--- config.mk ---
export PLATFORM = sky130hd
export DESIGN_NAME = esrb_builder
export DESIGN_NICKNAME = d
export VERILOG_FILES = /design/src/rtl/esrb_builder.v /design/src/rtl/esrb_fifo.v /design/src/rtl/esrb_desc_byte.v
export VERILOG_INCLUDE_DIRS = /design/src /design/src/common
export SDC_FILE = /design/constraint.sdc
export NUM_CORES = 2
export LEC_CHECK = 0
export ABC_CLOCK_PERIOD_IN_PS = 28800
export BUFFER_PORTS_ARGS = -buffer_cell sky130_fd_sc_hd__buf_2
export CORE_AREA = 5 5 377 379
export CTS_BUF_LIST = sky130_fd_sc_hd__clkbuf_8
export DETAILED_ROUTE_END_ITERATION = 16
export DIE_AREA = 0 0 382 384
export PLACE_DENSITY = 0.47
export SETUP_SLACK_MARGIN = 0.15
export SLEW_MARGIN = 20
export SYNTH_ARGS = -nofsm -noshare
export SYNTH_HDL_FRONTEND = slang
export SYNTH_SLANG_ARGS = --single-unit
export TNS_END_PERCENT = 5
--- constraint.sdc ---
create_clock -name ref_clk_in -period 28.8 [get_ports ref_clk_in]
set_clock_uncertainty 0.2 [all_clocks]
set_input_delay 2.88 -clock ref_clk_in [delete_from_list [all_inputs] [get_ports ref_clk_in]]
set_output_delay 2.88 -clock ref_clk_in [all_outputs]
set_load 0.005 [all_outputs]
--- src/common/esrb_defs.vh ---
// constants for the element status report builder
`ifndef ESRB_DEFS_VH
`define ESRB_DEFS_VH

// response geometry: lengths in bytes, page size as a shift, descriptors per page
`define ESRB_HDR_LEN        32
`define ESRB_DESC_LEN       32
`define ESRB_PAGE_SHIFT     9
`define ESRB_DESC_PER_PAGE  16

// header field byte offsets
`define ESRB_HDR_TOTAL_OFF  5'h00
`define ESRB_HDR_RET_OFF    5'h04
`define ESRB_HDR_DEPOP_OFF  5'h08

// descriptor field byte offsets
`define ESRB_DSC_ID_OFF     5'h04
`define ESRB_DSC_FLAG_OFF   5'h0D
`define ESRB_DSC_TYPE_OFF   5'h0E
`define ESRB_DSC_HLTH_OFF   5'h0F
`define ESRB_DSC_CAP_OFF    5'h10
`define ESRB_DSC_CAP_END    5'h17

// field codes
`define ESRB_TYPE_STORAGE   8'h01
`define ESRB_HLTH_NONE      8'h00
`define ESRB_HLTH_AT_LIM    8'h64
`define ESRB_HLTH_OUT_LO    8'h65
`define ESRB_HLTH_OUT_HI    8'hCF
`define ESRB_HLTH_RSV_LO    8'hD0
`define ESRB_HLTH_RSV_HI    8'hFA
`define ESRB_HLTH_REV_FAIL  8'hFB
`define ESRB_HLTH_DEP_DONE  8'hFF
`define ESRB_CAP_UNSPEC     64'hFFFFFFFFFFFFFFFF
`define ESRB_FILTER_HEALTH  2'h1

// completion register bit positions
`define ESRB_ERR_ICRC_BIT   7
`define ESRB_ERR_ABRT_BIT   2
`define ESRB_STS_SENSE_BIT  1
`define ESRB_STS_ERR_BIT    0

`endif

--- src/rtl/esrb_builder.v ---
// element status report builder: header, sorted descriptors, padding
`timescale 1ns/1ps
`default_nettype none
`include "esrb_defs.vh"
module esrb_builder #(
  parameter NUM_ELEM   = 8,
  parameter FIFO_DEPTH = 8,
  parameter PCW        = 16,
  parameter [3:0] SENSE_KEY_ILLEGAL = 4'h5,
  parameter [7:0] ASC_INVALID_FIELD = 8'h24
) (
  input  wire                   ref_clk_in,
  input  wire                   rst_in,
  input  wire                   cmd_start_in,
  input  wire [1:0]             cmd_filter_in,
  input  wire [31:0]            cmd_start_elem_in,
  input  wire [PCW-1:0]         cmd_page_count_in,
  input  wire [31:0]            depop_id_in,
  input  wire [NUM_ELEM-1:0]    elem_valid_in,
  input  wire [32*NUM_ELEM-1:0] elem_id_in,
  input  wire [8*NUM_ELEM-1:0]  elem_health_in,
  input  wire [NUM_ELEM-1:0]    elem_restore_in,
  input  wire [64*NUM_ELEM-1:0] elem_cap_in,
  input  wire [NUM_ELEM-1:0]    elem_cap_known_in,
  input  wire                   crc_fail_in,
  output wire [7:0]             data_out,
  output wire                   data_valid_out,
  input  wire                   data_ready_in,
  output wire                   busy_out,
  output reg                    done_out,
  output reg  [7:0]             error_out,
  output reg  [7:0]             status_out,
  output reg  [3:0]             sense_key_out,
  output reg  [7:0]             asc_out
);
  // ------------------------------------------------------------
  // states
  // ------------------------------------------------------------
  localparam [5:0] ST_IDLE = 6'h01;
  localparam [5:0] ST_CALC = 6'h02;
  localparam [5:0] ST_HDR  = 6'h04;
  localparam [5:0] ST_DESC = 6'h08;
  localparam [5:0] ST_PAD  = 6'h10;
  localparam [5:0] ST_DONE = 6'h20;
  localparam       BW      = PCW + `ESRB_PAGE_SHIFT;

  // health filter: out of limit or any depopulation outcome
  function filt_ok;
    input [7:0] h;
    begin
      filt_ok = (h >= `ESRB_HLTH_OUT_LO && h <= `ESRB_HLTH_OUT_HI) ||
                (h >= `ESRB_HLTH_REV_FAIL);
    end
  endfunction

  // ------------------------------------------------------------
  // registers
  // ------------------------------------------------------------
  reg [5:0]     state_q;
  reg [1:0]     filter_q;
  reg [31:0]    start_q;
  reg [PCW-1:0] pages_q;
  reg [31:0]    total_q;
  reg [31:0]    ret_q;
  reg [31:0]    depop_q;
  reg [31:0]    left_q;
  reg [BW-1:0]  byte_q;
  reg           first_q;
  reg [31:0]    last_q;
  reg [31:0]    cur_id_q;
  reg [7:0]     cur_hlth_q;
  reg           cur_rest_q;
  reg [63:0]    cur_cap_q;
  reg           cur_capk_q;
  reg           abort_q;
  reg           crc_q;

  // ------------------------------------------------------------
  // element qualification and ascending pick
  // ------------------------------------------------------------
  reg [NUM_ELEM-1:0] qual;
  reg [31:0]         total_cnt;
  reg                any_at_start;
  reg                best_found;
  reg [31:0]         best_id;
  reg [31:0]         best_idx;
  reg [31:0]         eid;
  integer            i;

  always @* begin
    total_cnt    = 32'h00000000;
    any_at_start = 1'b0;
    best_found   = 1'b0;
    best_id      = 32'h00000000;
    best_idx     = 32'h00000000;
    eid          = 32'h00000000;
    for (i = 0; i < NUM_ELEM; i = i + 1) begin
      eid = elem_id_in[32*i +: 32];
      qual[i] = elem_valid_in[i] && (eid >= start_q) &&
                (filter_q != `ESRB_FILTER_HEALTH ||
                 filt_ok(elem_health_in[8*i +: 8]));
      if (elem_valid_in[i] && eid >= start_q) begin
        any_at_start = 1'b1;
      end
      total_cnt = total_cnt + {31'h00000000, qual[i]};
      // smallest id above the last one sent keeps the list sorted
      if (qual[i] && (first_q || eid > last_q) &&
          (!best_found || eid < best_id)) begin
        best_found = 1'b1;
        best_id    = eid;
        best_idx   = i;
      end
    end
  end

  // ------------------------------------------------------------
  // byte generation
  // ------------------------------------------------------------
  wire [4:0]   off;
  wire [7:0]   desc_byte;
  reg  [7:0]   hdr_byte;
  wire [31:0]  slots;
  wire [BW-1:0] last_byte;
  wire         fifo_ready;
  wire         pushing;
  wire         streaming;

  assign off       = byte_q[4:0];
  assign streaming = (state_q == ST_HDR) || (state_q == ST_DESC) ||
                     (state_q == ST_PAD);
  // header occupies one descriptor slot of the first page
  assign slots     = {{(32-PCW-4){1'b0}}, pages_q, 4'h0} - 32'h00000001;
  assign last_byte = {pages_q, {`ESRB_PAGE_SHIFT{1'b0}}} - 1'b1;
  assign pushing   = streaming & fifo_ready;
  assign busy_out  = (state_q != ST_IDLE);

  always @* begin
    hdr_byte = 8'h00;
    case (off[4:2])
      3'h0: hdr_byte = total_q[8*off[1:0] +: 8];
      3'h1: hdr_byte = ret_q[8*off[1:0] +: 8];
      3'h2: hdr_byte = depop_q[8*off[1:0] +: 8];
      default: hdr_byte = 8'h00;
    endcase
  end

  esrb_desc_byte u_desc (
    .off_in       (off),
    .id_in        (cur_id_q),
    .restore_in   (cur_rest_q),
    .health_in    (cur_hlth_q),
    .cap_in       (cur_cap_q),
    .cap_known_in (cur_capk_q),
    .byte_out     (desc_byte)
  );

  reg [7:0] push_byte;
  always @* begin
    case (state_q)
      ST_HDR:  push_byte = hdr_byte;
      ST_DESC: push_byte = desc_byte;
      default: push_byte = 8'h00;
    endcase
  end

  // the host side can stall; a full fifo holds the builder still
  esrb_fifo #(
    .WIDTH (8),
    .DEPTH (FIFO_DEPTH)
  ) u_fifo (
    .ref_clk_in    (ref_clk_in),
    .rst_in        (rst_in),
    .in_valid_in   (streaming),
    .in_ready_out  (fifo_ready),
    .in_data_in    (push_byte),
    .out_valid_out (data_valid_out),
    .out_ready_in  (data_ready_in),
    .out_data_out  (data_out)
  );

  // ------------------------------------------------------------
  // sequencer
  // ------------------------------------------------------------
  always @(posedge ref_clk_in or posedge rst_in) begin
    if (rst_in) begin
      state_q    <= ST_IDLE;
      filter_q   <= 2'h0;
      start_q    <= 32'h00000000;
      pages_q    <= {PCW{1'b0}};
      total_q    <= 32'h00000000;
      ret_q      <= 32'h00000000;
      depop_q    <= 32'h00000000;
      left_q     <= 32'h00000000;
      byte_q     <= {BW{1'b0}};
      first_q    <= 1'b1;
      last_q     <= 32'h00000000;
      cur_id_q   <= 32'h00000000;
      cur_hlth_q <= 8'h00;
      cur_rest_q <= 1'b0;
      cur_cap_q  <= 64'h0000000000000000;
      cur_capk_q <= 1'b0;
      abort_q    <= 1'b0;
      crc_q      <= 1'b0;
      done_out   <= 1'b0;
      error_out  <= 8'h00;
      status_out <= 8'h00;
      sense_key_out <= 4'h0;
      asc_out    <= 8'h00;
    end else begin
      done_out <= 1'b0;
      case (state_q)
        ST_IDLE: begin
          if (cmd_start_in) begin
            filter_q   <= cmd_filter_in;
            start_q    <= cmd_start_elem_in;
            pages_q    <= cmd_page_count_in;
            first_q    <= 1'b1;
            byte_q     <= {BW{1'b0}};
            abort_q    <= 1'b0;
            crc_q      <= 1'b0;
            error_out  <= 8'h00;
            status_out <= 8'h00;
            sense_key_out <= 4'h0;
            asc_out    <= 8'h00;
            state_q    <= ST_CALC;
          end
        end
        ST_CALC: begin
          // counts and depop id frozen so truncation alters nothing
          total_q <= total_cnt;
          ret_q   <= (total_cnt > slots) ? slots : total_cnt;
          left_q  <= (total_cnt > slots) ? slots : total_cnt;
          depop_q <= depop_id_in;
          if (!any_at_start || pages_q == {PCW{1'b0}}) begin
            abort_q <= 1'b1;
            state_q <= ST_DONE;
          end else begin
            state_q <= ST_HDR;
          end
        end
        ST_HDR, ST_DESC, ST_PAD: begin
          if (crc_fail_in) begin
            crc_q   <= 1'b1;
            state_q <= ST_DONE;
          end else if (pushing) begin
            byte_q <= byte_q + 1'b1;
            if (byte_q == last_byte) begin
              state_q <= ST_DONE;
            end else if (off == 5'h1F && state_q != ST_PAD) begin
              if (left_q != 32'h00000000 && best_found) begin
                left_q     <= left_q - 32'h00000001;
                first_q    <= 1'b0;
                last_q     <= best_id;
                cur_id_q   <= best_id;
                cur_hlth_q <= elem_health_in[8*best_idx +: 8];
                cur_rest_q <= elem_restore_in[best_idx];
                cur_cap_q  <= elem_cap_in[64*best_idx +: 64];
                cur_capk_q <= elem_cap_known_in[best_idx];
                state_q    <= ST_DESC;
              end else begin
                state_q <= ST_PAD;
              end
            end
          end
        end
        ST_DONE: begin
          done_out <= 1'b1;
          if (abort_q || crc_q) begin
            error_out[`ESRB_ERR_ABRT_BIT] <= 1'b1;
            error_out[`ESRB_ERR_ICRC_BIT] <= crc_q;
            status_out[`ESRB_STS_ERR_BIT] <= 1'b1;
            // only the aborted field case has a sense code to fetch
            status_out[`ESRB_STS_SENSE_BIT] <= abort_q;
          end
          if (abort_q) begin
            sense_key_out <= SENSE_KEY_ILLEGAL;
            asc_out       <= ASC_INVALID_FIELD;
          end
          state_q <= ST_IDLE;
        end
        default: state_q <= ST_IDLE;
      endcase
    end
  end
endmodule // esrb_builder
`default_nettype wire

--- src/rtl/esrb_fifo.v ---
// byte fifo between the report builder and the host data path
`timescale 1ns/1ps
`default_nettype none
module esrb_fifo #(
  parameter WIDTH = 8,
  parameter DEPTH = 8
) (
  input  wire             ref_clk_in,
  input  wire             rst_in,
  input  wire             in_valid_in,
  output wire             in_ready_out,
  input  wire [WIDTH-1:0] in_data_in,
  output wire             out_valid_out,
  input  wire             out_ready_in,
  output wire [WIDTH-1:0] out_data_out
);
  localparam AW = (DEPTH > 1) ? $clog2(DEPTH) : 1;

  reg [WIDTH-1:0] mem_q [0:DEPTH-1];
  reg [AW-1:0]    wr_q;
  reg [AW-1:0]    rd_q;
  reg [AW:0]      cnt_q;
  wire            push;
  wire            pop;

  assign in_ready_out  = (cnt_q != DEPTH[AW:0]);
  assign out_valid_out = (cnt_q != {(AW+1){1'b0}});
  assign out_data_out  = mem_q[rd_q];
  assign push = in_valid_in & in_ready_out;
  assign pop  = out_valid_out & out_ready_in;

  always @(posedge ref_clk_in) begin
    if (push) begin
      mem_q[wr_q] <= in_data_in;
    end
  end

  always @(posedge ref_clk_in or posedge rst_in) begin
    if (rst_in) begin
      wr_q  <= {AW{1'b0}};
      rd_q  <= {AW{1'b0}};
      cnt_q <= {(AW+1){1'b0}};
    end else begin
      if (push) begin
        wr_q <= (wr_q == DEPTH[AW-1:0] - 1'b1) ? {AW{1'b0}} : wr_q + 1'b1;
      end
      if (pop) begin
        rd_q <= (rd_q == DEPTH[AW-1:0] - 1'b1) ? {AW{1'b0}} : rd_q + 1'b1;
      end
      if (push & ~pop) begin
        cnt_q <= cnt_q + 1'b1;
      end else if (pop & ~push) begin
        cnt_q <= cnt_q - 1'b1;
      end
    end
  end
endmodule // esrb_fifo
`default_nettype wire

--- src/rtl/esrb_desc_byte.v ---
// byte formatter for one element status descriptor
`timescale 1ns/1ps
`default_nettype none
`include "esrb_defs.vh"
module esrb_desc_byte (
  input  wire [4:0]  off_in,
  input  wire [31:0] id_in,
  input  wire        restore_in,
  input  wire [7:0]  health_in,
  input  wire [63:0] cap_in,
  input  wire        cap_known_in,
  output reg  [7:0]  byte_out
);
  wire [63:0] cap;
  wire        rsv_hlth;
  wire [7:0]  hlth;
  wire [2:0]  cap_sel;
  wire [1:0]  id_sel;

  // reserved health codes are never sent; they fall back to not reported
  assign rsv_hlth = (health_in >= `ESRB_HLTH_RSV_LO) &&
                    (health_in <= `ESRB_HLTH_RSV_HI);
  assign hlth = rsv_hlth ? `ESRB_HLTH_NONE : health_in;
  assign cap  = cap_known_in ? cap_in : `ESRB_CAP_UNSPEC;
  assign cap_sel = off_in[2:0];
  assign id_sel  = off_in[1:0];

  always @* begin
    byte_out = 8'h00;
    if (off_in[4:2] == 3'h1) begin
      byte_out = id_in[8*id_sel +: 8];
    end else if (off_in == `ESRB_DSC_FLAG_OFF) begin
      // only a depopulated element may carry the restore flag
      byte_out = {7'h00, restore_in &
                  (health_in == `ESRB_HLTH_DEP_DONE)};
    end else if (off_in == `ESRB_DSC_TYPE_OFF) begin
      byte_out = `ESRB_TYPE_STORAGE;
    end else if (off_in == `ESRB_DSC_HLTH_OFF) begin
      byte_out = hlth;
    end else if (off_in >= `ESRB_DSC_CAP_OFF &&
                 off_in <= `ESRB_DSC_CAP_END) begin
      byte_out = cap[8*cap_sel +: 8];
    end
  end
endmodule // esrb_desc_byte
`default_nettype wire

### Yosys cells after proc, flatten, opt, wreduce, memory -nomap -nowiden

Memory sizes are Yosys's and may differ from the RTL's.
Cells that the tools add are included.

* reductions and logical operators: 106
* muxes and demuxes: 96
* $add $sub $neg: 15
* bitwise operators: 9
* order comparisons: 53
* equal/unequal tests: 32
* shift operators: 7

Operators by type and width (number)
* $mux W32: 20
* $shiftx A512 B33 Y64: 1
* $ge A32 B32 Y1: 8
* $gt A32 B32 Y1: 8
* $lt A32 B32 Y1: 7
* $shiftx A32 B6 Y8: 4
* $mux W25: 3
* $ge A8 B8 Y1 const B: 9
* $le A8 B8 Y1 const B: 9
* $mux W8: 9
* $ge A8 B7 Y1 const B: 8
* $mux W64: 1
* $pmux W32 S2: 1
* $shiftx A64 B33 Y8: 1
* $shiftx A64 B7 Y8: 1
* $pmux W25 S2: 1
* $logic_and A1 B1 Y1: 43
* $mux W6: 6
* $logic_or A1 B1 Y1: 35
* $mux W1: 33
* $gt A8 B32 Y1: 1
* $lt A32 B4 Y1 const B: 1
* $pmux W8 S2: 2
* $reduce_bool A32 Y1: 1
* other kinds (58): 105

* register bits: 345
* memory bits (writable): 64
* input bits: 943
* output and inout bits: 39
* memories kept: 1
* word-level logic and storage cells: 344

Memories
* u_fifo.mem_q: depth 8, bits a word 8, rd ports 1, clocked after memory_dff 0, write ports 1, line esrb_fifo.v:19 `reg [WIDTH-1:0] mem_q [0:DEPTH-1];`

### Logic depth before layout (Yosys ltp)

* word-level depth: 42
* mapped depth: 113
* depth with buffers taken out: 103

### By module

From an unflattened synthesis, not the netlist that was laid out.

* cell total of the unflattened synthesis: 4861
* area, all modules: 41310.9 µm²

By module, submodules not included
* esrb_builder: area an instance 37096.8 µm², cells each 4581, sequential area each 6583.8 µm², times used 1
* esrb_fifo: area an instance 3186.8 µm², cells each 159, sequential area each 2172.1 µm², times used 1
* esrb_desc_byte: area an instance 1027.2 µm², cells each 121, sequential area each 0.0 µm², times used 1

### Worst setup path after synthesis

OpenSTA, ideal clock, no wires.

* path kind: in2reg
* start: input elem_id_in[30]
* end: register cur_cap_q[17]
* setup slack: 4502 ps
* arrival time: 23966 ps
* path buffers: 11
* data required time: 28468 ps
* cell stages on the path: 106
* cell sequence: ha_1 -> nand4_1 -> nor4_1 -> nand2_1 -> a31oi_1 -> o211ai_1 -> a21oi_1 -> clkbuf_1 -> nand2_1 -> ha_1 -> a211oi_1 -> o21ai_0 -> a311oi_1 -> o31ai_1 -> nand4b_1 -> nor2_1 -> nor2_1 -> a21oi_1 -> [... 70 more ...] -> a22o_1 -> ha_1 -> a21o_1 -> a21o_1 -> a21o_1 -> a21o_1 -> a21o_1 -> a21o_1 -> a221o_1 -> a221oi_1 -> a22oi_1 -> nand2b_1 -> a2111oi_1 -> nor2_1 -> nand2_1 -> clkbuf_1 -> nor2_1 -> or3b_1

* longest elaborated chain between the ends: 35
* elaborated cells on any way between the ends: 59
* classes of those cells: order compare: 9; shift: 1; mux: 22; reduce/logical: 27

RTL lines
* start, declared: line esrb_builder.v:20 `input wire [32*NUM_ELEM-1:0] elem_id_in,`
* branches (longest 35 deep; another with $ge A32 B32 Y1)
* end signal, assigned: line esrb_builder.v:257 `cur_cap_q <= elem_cap_in[64*best_idx +: 64];`
* end, declared: line esrb_builder.v:73 `reg [63:0] cur_cap_q;`

Parallel ways; which one is timed is not known.
A chain may end at the register's enable or synchronous reset.

### Final worst setup path

* start: input elem_id_in[30]
* end: register cur_cap_q[37]

The elaborated chain is that of the path after synthesis.

==> summary.md <==
| Metric | Value |
|---|---|
| Hold Violations, Final | 0 |
| Post-CTS setup-driven buffer insertion count | 0 |
| Worst VDD drop | 0.0501 mV |
| PwrDens | between 80 and 90 nW/um^2 |
| Die Y | about 380 um |
| Hold_buf cts | 0 |
| Ys async rst share | 81.0% |
| Area contributors post-synth | ha_1 23%, dfrtp_1 17%, mux2i_1 6.5% |
| Worst reg2reg setup slack | approximately 3.2 ns |
| Worst hold path type | reg -> reg |
| Most numerous cell in the Yosys netlist | ha_1 |
| Initial antenna violation count | 145 |
| Pre-CTS WS | 1.33 ns |
| Row count | roughly 140 |
| Maximum number of pins on one net before global-route repair | a little over 100 |
| IO Port Bufs | around 960 |
| Kind of critical path | in -> reg |
| Top cells by count, synth | 749 x ha_1, 495 x nand2_1, 494 x nor2_1 |
| Initial DRC count | between 4000 and 5000 |
| Layout cells sized above 1 | roughly a quarter |
| Post-CTS Resized | 0 |
| Via count of the first global-routing pass | about 41000 |
| Tot Pwr | about 4.1 mW |
| Seq/Total Area, Yosys | 21.8% |
| DR vias/cell | between 5 and 6 |
| Largest delay share family, worst path | compound AO/OA/AOI/OAI gates |
| DRC | 0 |
| Routed length per instance | about 30 um |
| Worst-skew pair later-pin latency | 0.77 ns |
| Yosys Warn Count | 0 |
| Crit end category | flip-flop |
| Synth cell types | 86 |
| First-pass GRT wire length | 312000 um |
| Worst path bufs/invs | 14 |
| GRT overflow | 0 |
| Crit path largest cell delay | roughly 0.66 ns |
| Worst Tran Pin Value | roughly 1.2 ns |
| Worst r2r dst | cur_cap_q[37] |
| First-pass iteration count of the detailed router | 5 |
| Worst hold stages | 2 |
| Origin of the worst min-delay path | depop_q[20] |
| Netlist Area Pre-Place | about 40000 um^2 |
| DR vias | ~43000 |
| Worst setup margin | 1.74 ns |
| Worst path arrival time | around 28 ns |
| DIE WIDTH | roughly 380 um |
| Die ar. | around 150000 um^2 |
| CTS Buf Count | 71 |
| Number of synthesized flops with an enable pin | between 60 and 70 |
| Clock-pin slew on the worst setup and hold paths | 0.06 ns |
| CTS tree | built |
| Post-route antenna net violation count | 0 |
| Max Freq | 37.0 MHz |
| Maxcap violations | 0 |
| Slowest CP cell | o21ai_4 |
| Post-synth top area cell | ha_1 |
| Worst reg2reg path depth | about 100 |
| Share of the synthesized area in the top cell type | 23.3% |
| Gpl congestion | roughly 0.97 |
| RR Startpoint | start_q[30] |
| Avg Synthesized Cell Area | 8.44 um^2 |
| RSZ-0062 raised after global routing | no |
| Leak | 25.2 nW |
| H-tree depth | 3 |
| Hold Crit Endpoint | depop_q[20] |
| IO Pins | just under 1000 |
| Ys flop type | dfrtp_1 |
| Area grow syn2layout | 25.2% |
| Core ar. | between 100000 and 150000 um^2 |
| Cell count after synthesis | 4757 |
| Post-synthesis sequential element count | between 300 and 400 |
| Tot GR Track Use | between 20% and 30% |
| Starting density of the core | approximately 29% |
| Critical Path Fanout Max | 33 |
| Final Critical Period | about 27 ns |
| Tcrit/Tclk final | between 90% and 100% |
| CP Data Required Time | a little under 30 ns |
| DP HPWL | just under 200000 um |
| Final WL | 230000 um |
| Worst hold slack | roughly 0.27 ns |
| Relative slew margins | a little over a fifth |
| CTS root buf | clkbuf_8 |
| Clock sink count | approximately 340 |
| Pins Over Slew Limit | 0 |
| Setup-failing EPs final | 0 |
| Run status | finished, final reports clean |
| Nets | 7530 |
| CTS max path bufs | 3 |
| TNS Setup | 0 ns |
| CP Launch Type | input port |
| Most used cell, CP | a21o_1 |
cell type report:
type,instances,area (um^2)
Sequential cell,337,8760
Fill cell,14644,88200
Timing Repair Buffer,1195,6930
Antenna cell,72,180
Tap cell,1807,2260
Clock inverter,48,372
Inverter,218,828
Clock buffer,83,1140
Multi-Input combinational cell,4010,29800
cells in the final DEF, fill, tap and decap left out, drive strengths merged, types with 16 or more instances in the layout:
| cell | count |
|---|---|
| buf | 1195 |
| inv | 240 |
| ha | 749 |
| xor2 | 38 |
| and3 | 19 |
| a21o | 125 |
| clkinv | 20 |
| nor4 | 27 |
| a211oi | 55 |
| nor2 | 495 |
| a2111oi | 84 |
| a31oi | 16 |
| nand2b | 33 |
| o211ai | 27 |
| nor3 | 61 |
| dfrtp | 271 |
| a21boi | 38 |
| o21ai | 285 |
| conb | 20 |
| a21oi | 399 |
| a22oi | 34 |
| mux4 | 48 |
| a22o | 37 |
| or3 | 87 |
| and4 | 17 |
| xnor2 | 34 |
| mux2i | 260 |
| a221o | 42 |
| clkbuf | 83 |
| a211o | 18 |
| nand4 | 120 |
| nand2 | 495 |
| o21a | 39 |
| diode | 72 |
| nand3 | 75 |
| edfxtp | 64 |
| nor2b | 31 |
worst reg2reg max path, delay by kind of cell (launching register included):
kind / cells / cell delay, ns
AND/OR/NAND/NOR: 36 / 8.33
buffers and inverters: 14 / 3.14
adder cells (fa/ha/maj): 8 / 2.21
multiplexers: 1 / 0.46
flip-flops: 1 / 0.35
AO/OA/AOI/OAI: 45 / 10.80
registers in the layout (all words and copies together) (netlist names), 4 cells and up:
name,flops
cur_id_q,32
start_q,32
left_q,32
byte_q,25
cur_hlth_q,8
pages_q,16
cur_cap_q,64
state_q,6
ret_q,4
depop_q,32
u_fifo.mem_q,64
u_fifo.cnt_q,4
kinds of logic (layout without fill, tap and decap cells):
logic type,count (synthesis),count (layout),synth area share (%)
multiplexers,320,320,9.51
XOR/XNOR,72,72,1.57
other,1,92,0.00934
AO/OA/AOI/OAI,1308,1309,21.2
buffers and inverters,430,1544,4.61
flip-flops,337,337,21.8
AND/OR/NAND/NOR,1535,1535,17.7
adder cells (fa/ha/maj),754,754,23.6
power breakdown:
part | internal [mW] | leakage [nW] | total, mW | switching [mW]
combinational | 1.13 | 20.2 | 2.83 | 1.70
clock | 0.304 | 0.850 | 0.572 | 0.267
sequential | 0.576 | 4.15 | 0.652 | 0.0765
total | 2.01 | 25.2 | 4.06 | 2.05
worst max-delay path by stage:
stage | start | endpoint | cells past startpoint
CTS | elem_id_in[30] | cur_cap_q[3] | 105
global placement | elem_id_in[30] | cur_cap_q[3] | 106
floorplan | elem_id_in[30] | cur_cap_q[17] | 106
global route | elem_id_in[29] | cur_cap_q[18] | 102
finish | elem_id_in[30] | cur_cap_q[37] | 104
detailed placement | elem_id_in[30] | cur_cap_q[3] | 105
layer usage:
layer | part of all wire, % | track usage (%) | wire, um | vias up
met4 | 2.0 | 6.46 | 4560 | 62
li1 | - | - | - | 20078
met5 | 0.17 | 0 | 396 | -
met2 | 40 | 41.4 | 91900 | 1910
met1 | 48 | 44.1 | 109000 | 21041
met3 | 10 | 9.68 | 23600 | 311
stage by stage:
stage          instance area [um^2]  cells  utilization, %
6_report                      50300   7770            36.3
5_1_grt                       50200   7728            36.2
4_1_cts                       50100   7697            36.2
3_5_place_dp                  48600   7566            35.1
3_3_place_gp                  48600   7566            35.1
2_1_floorplan                 40200   4776               -
Power figures use the tool's default switching activity.
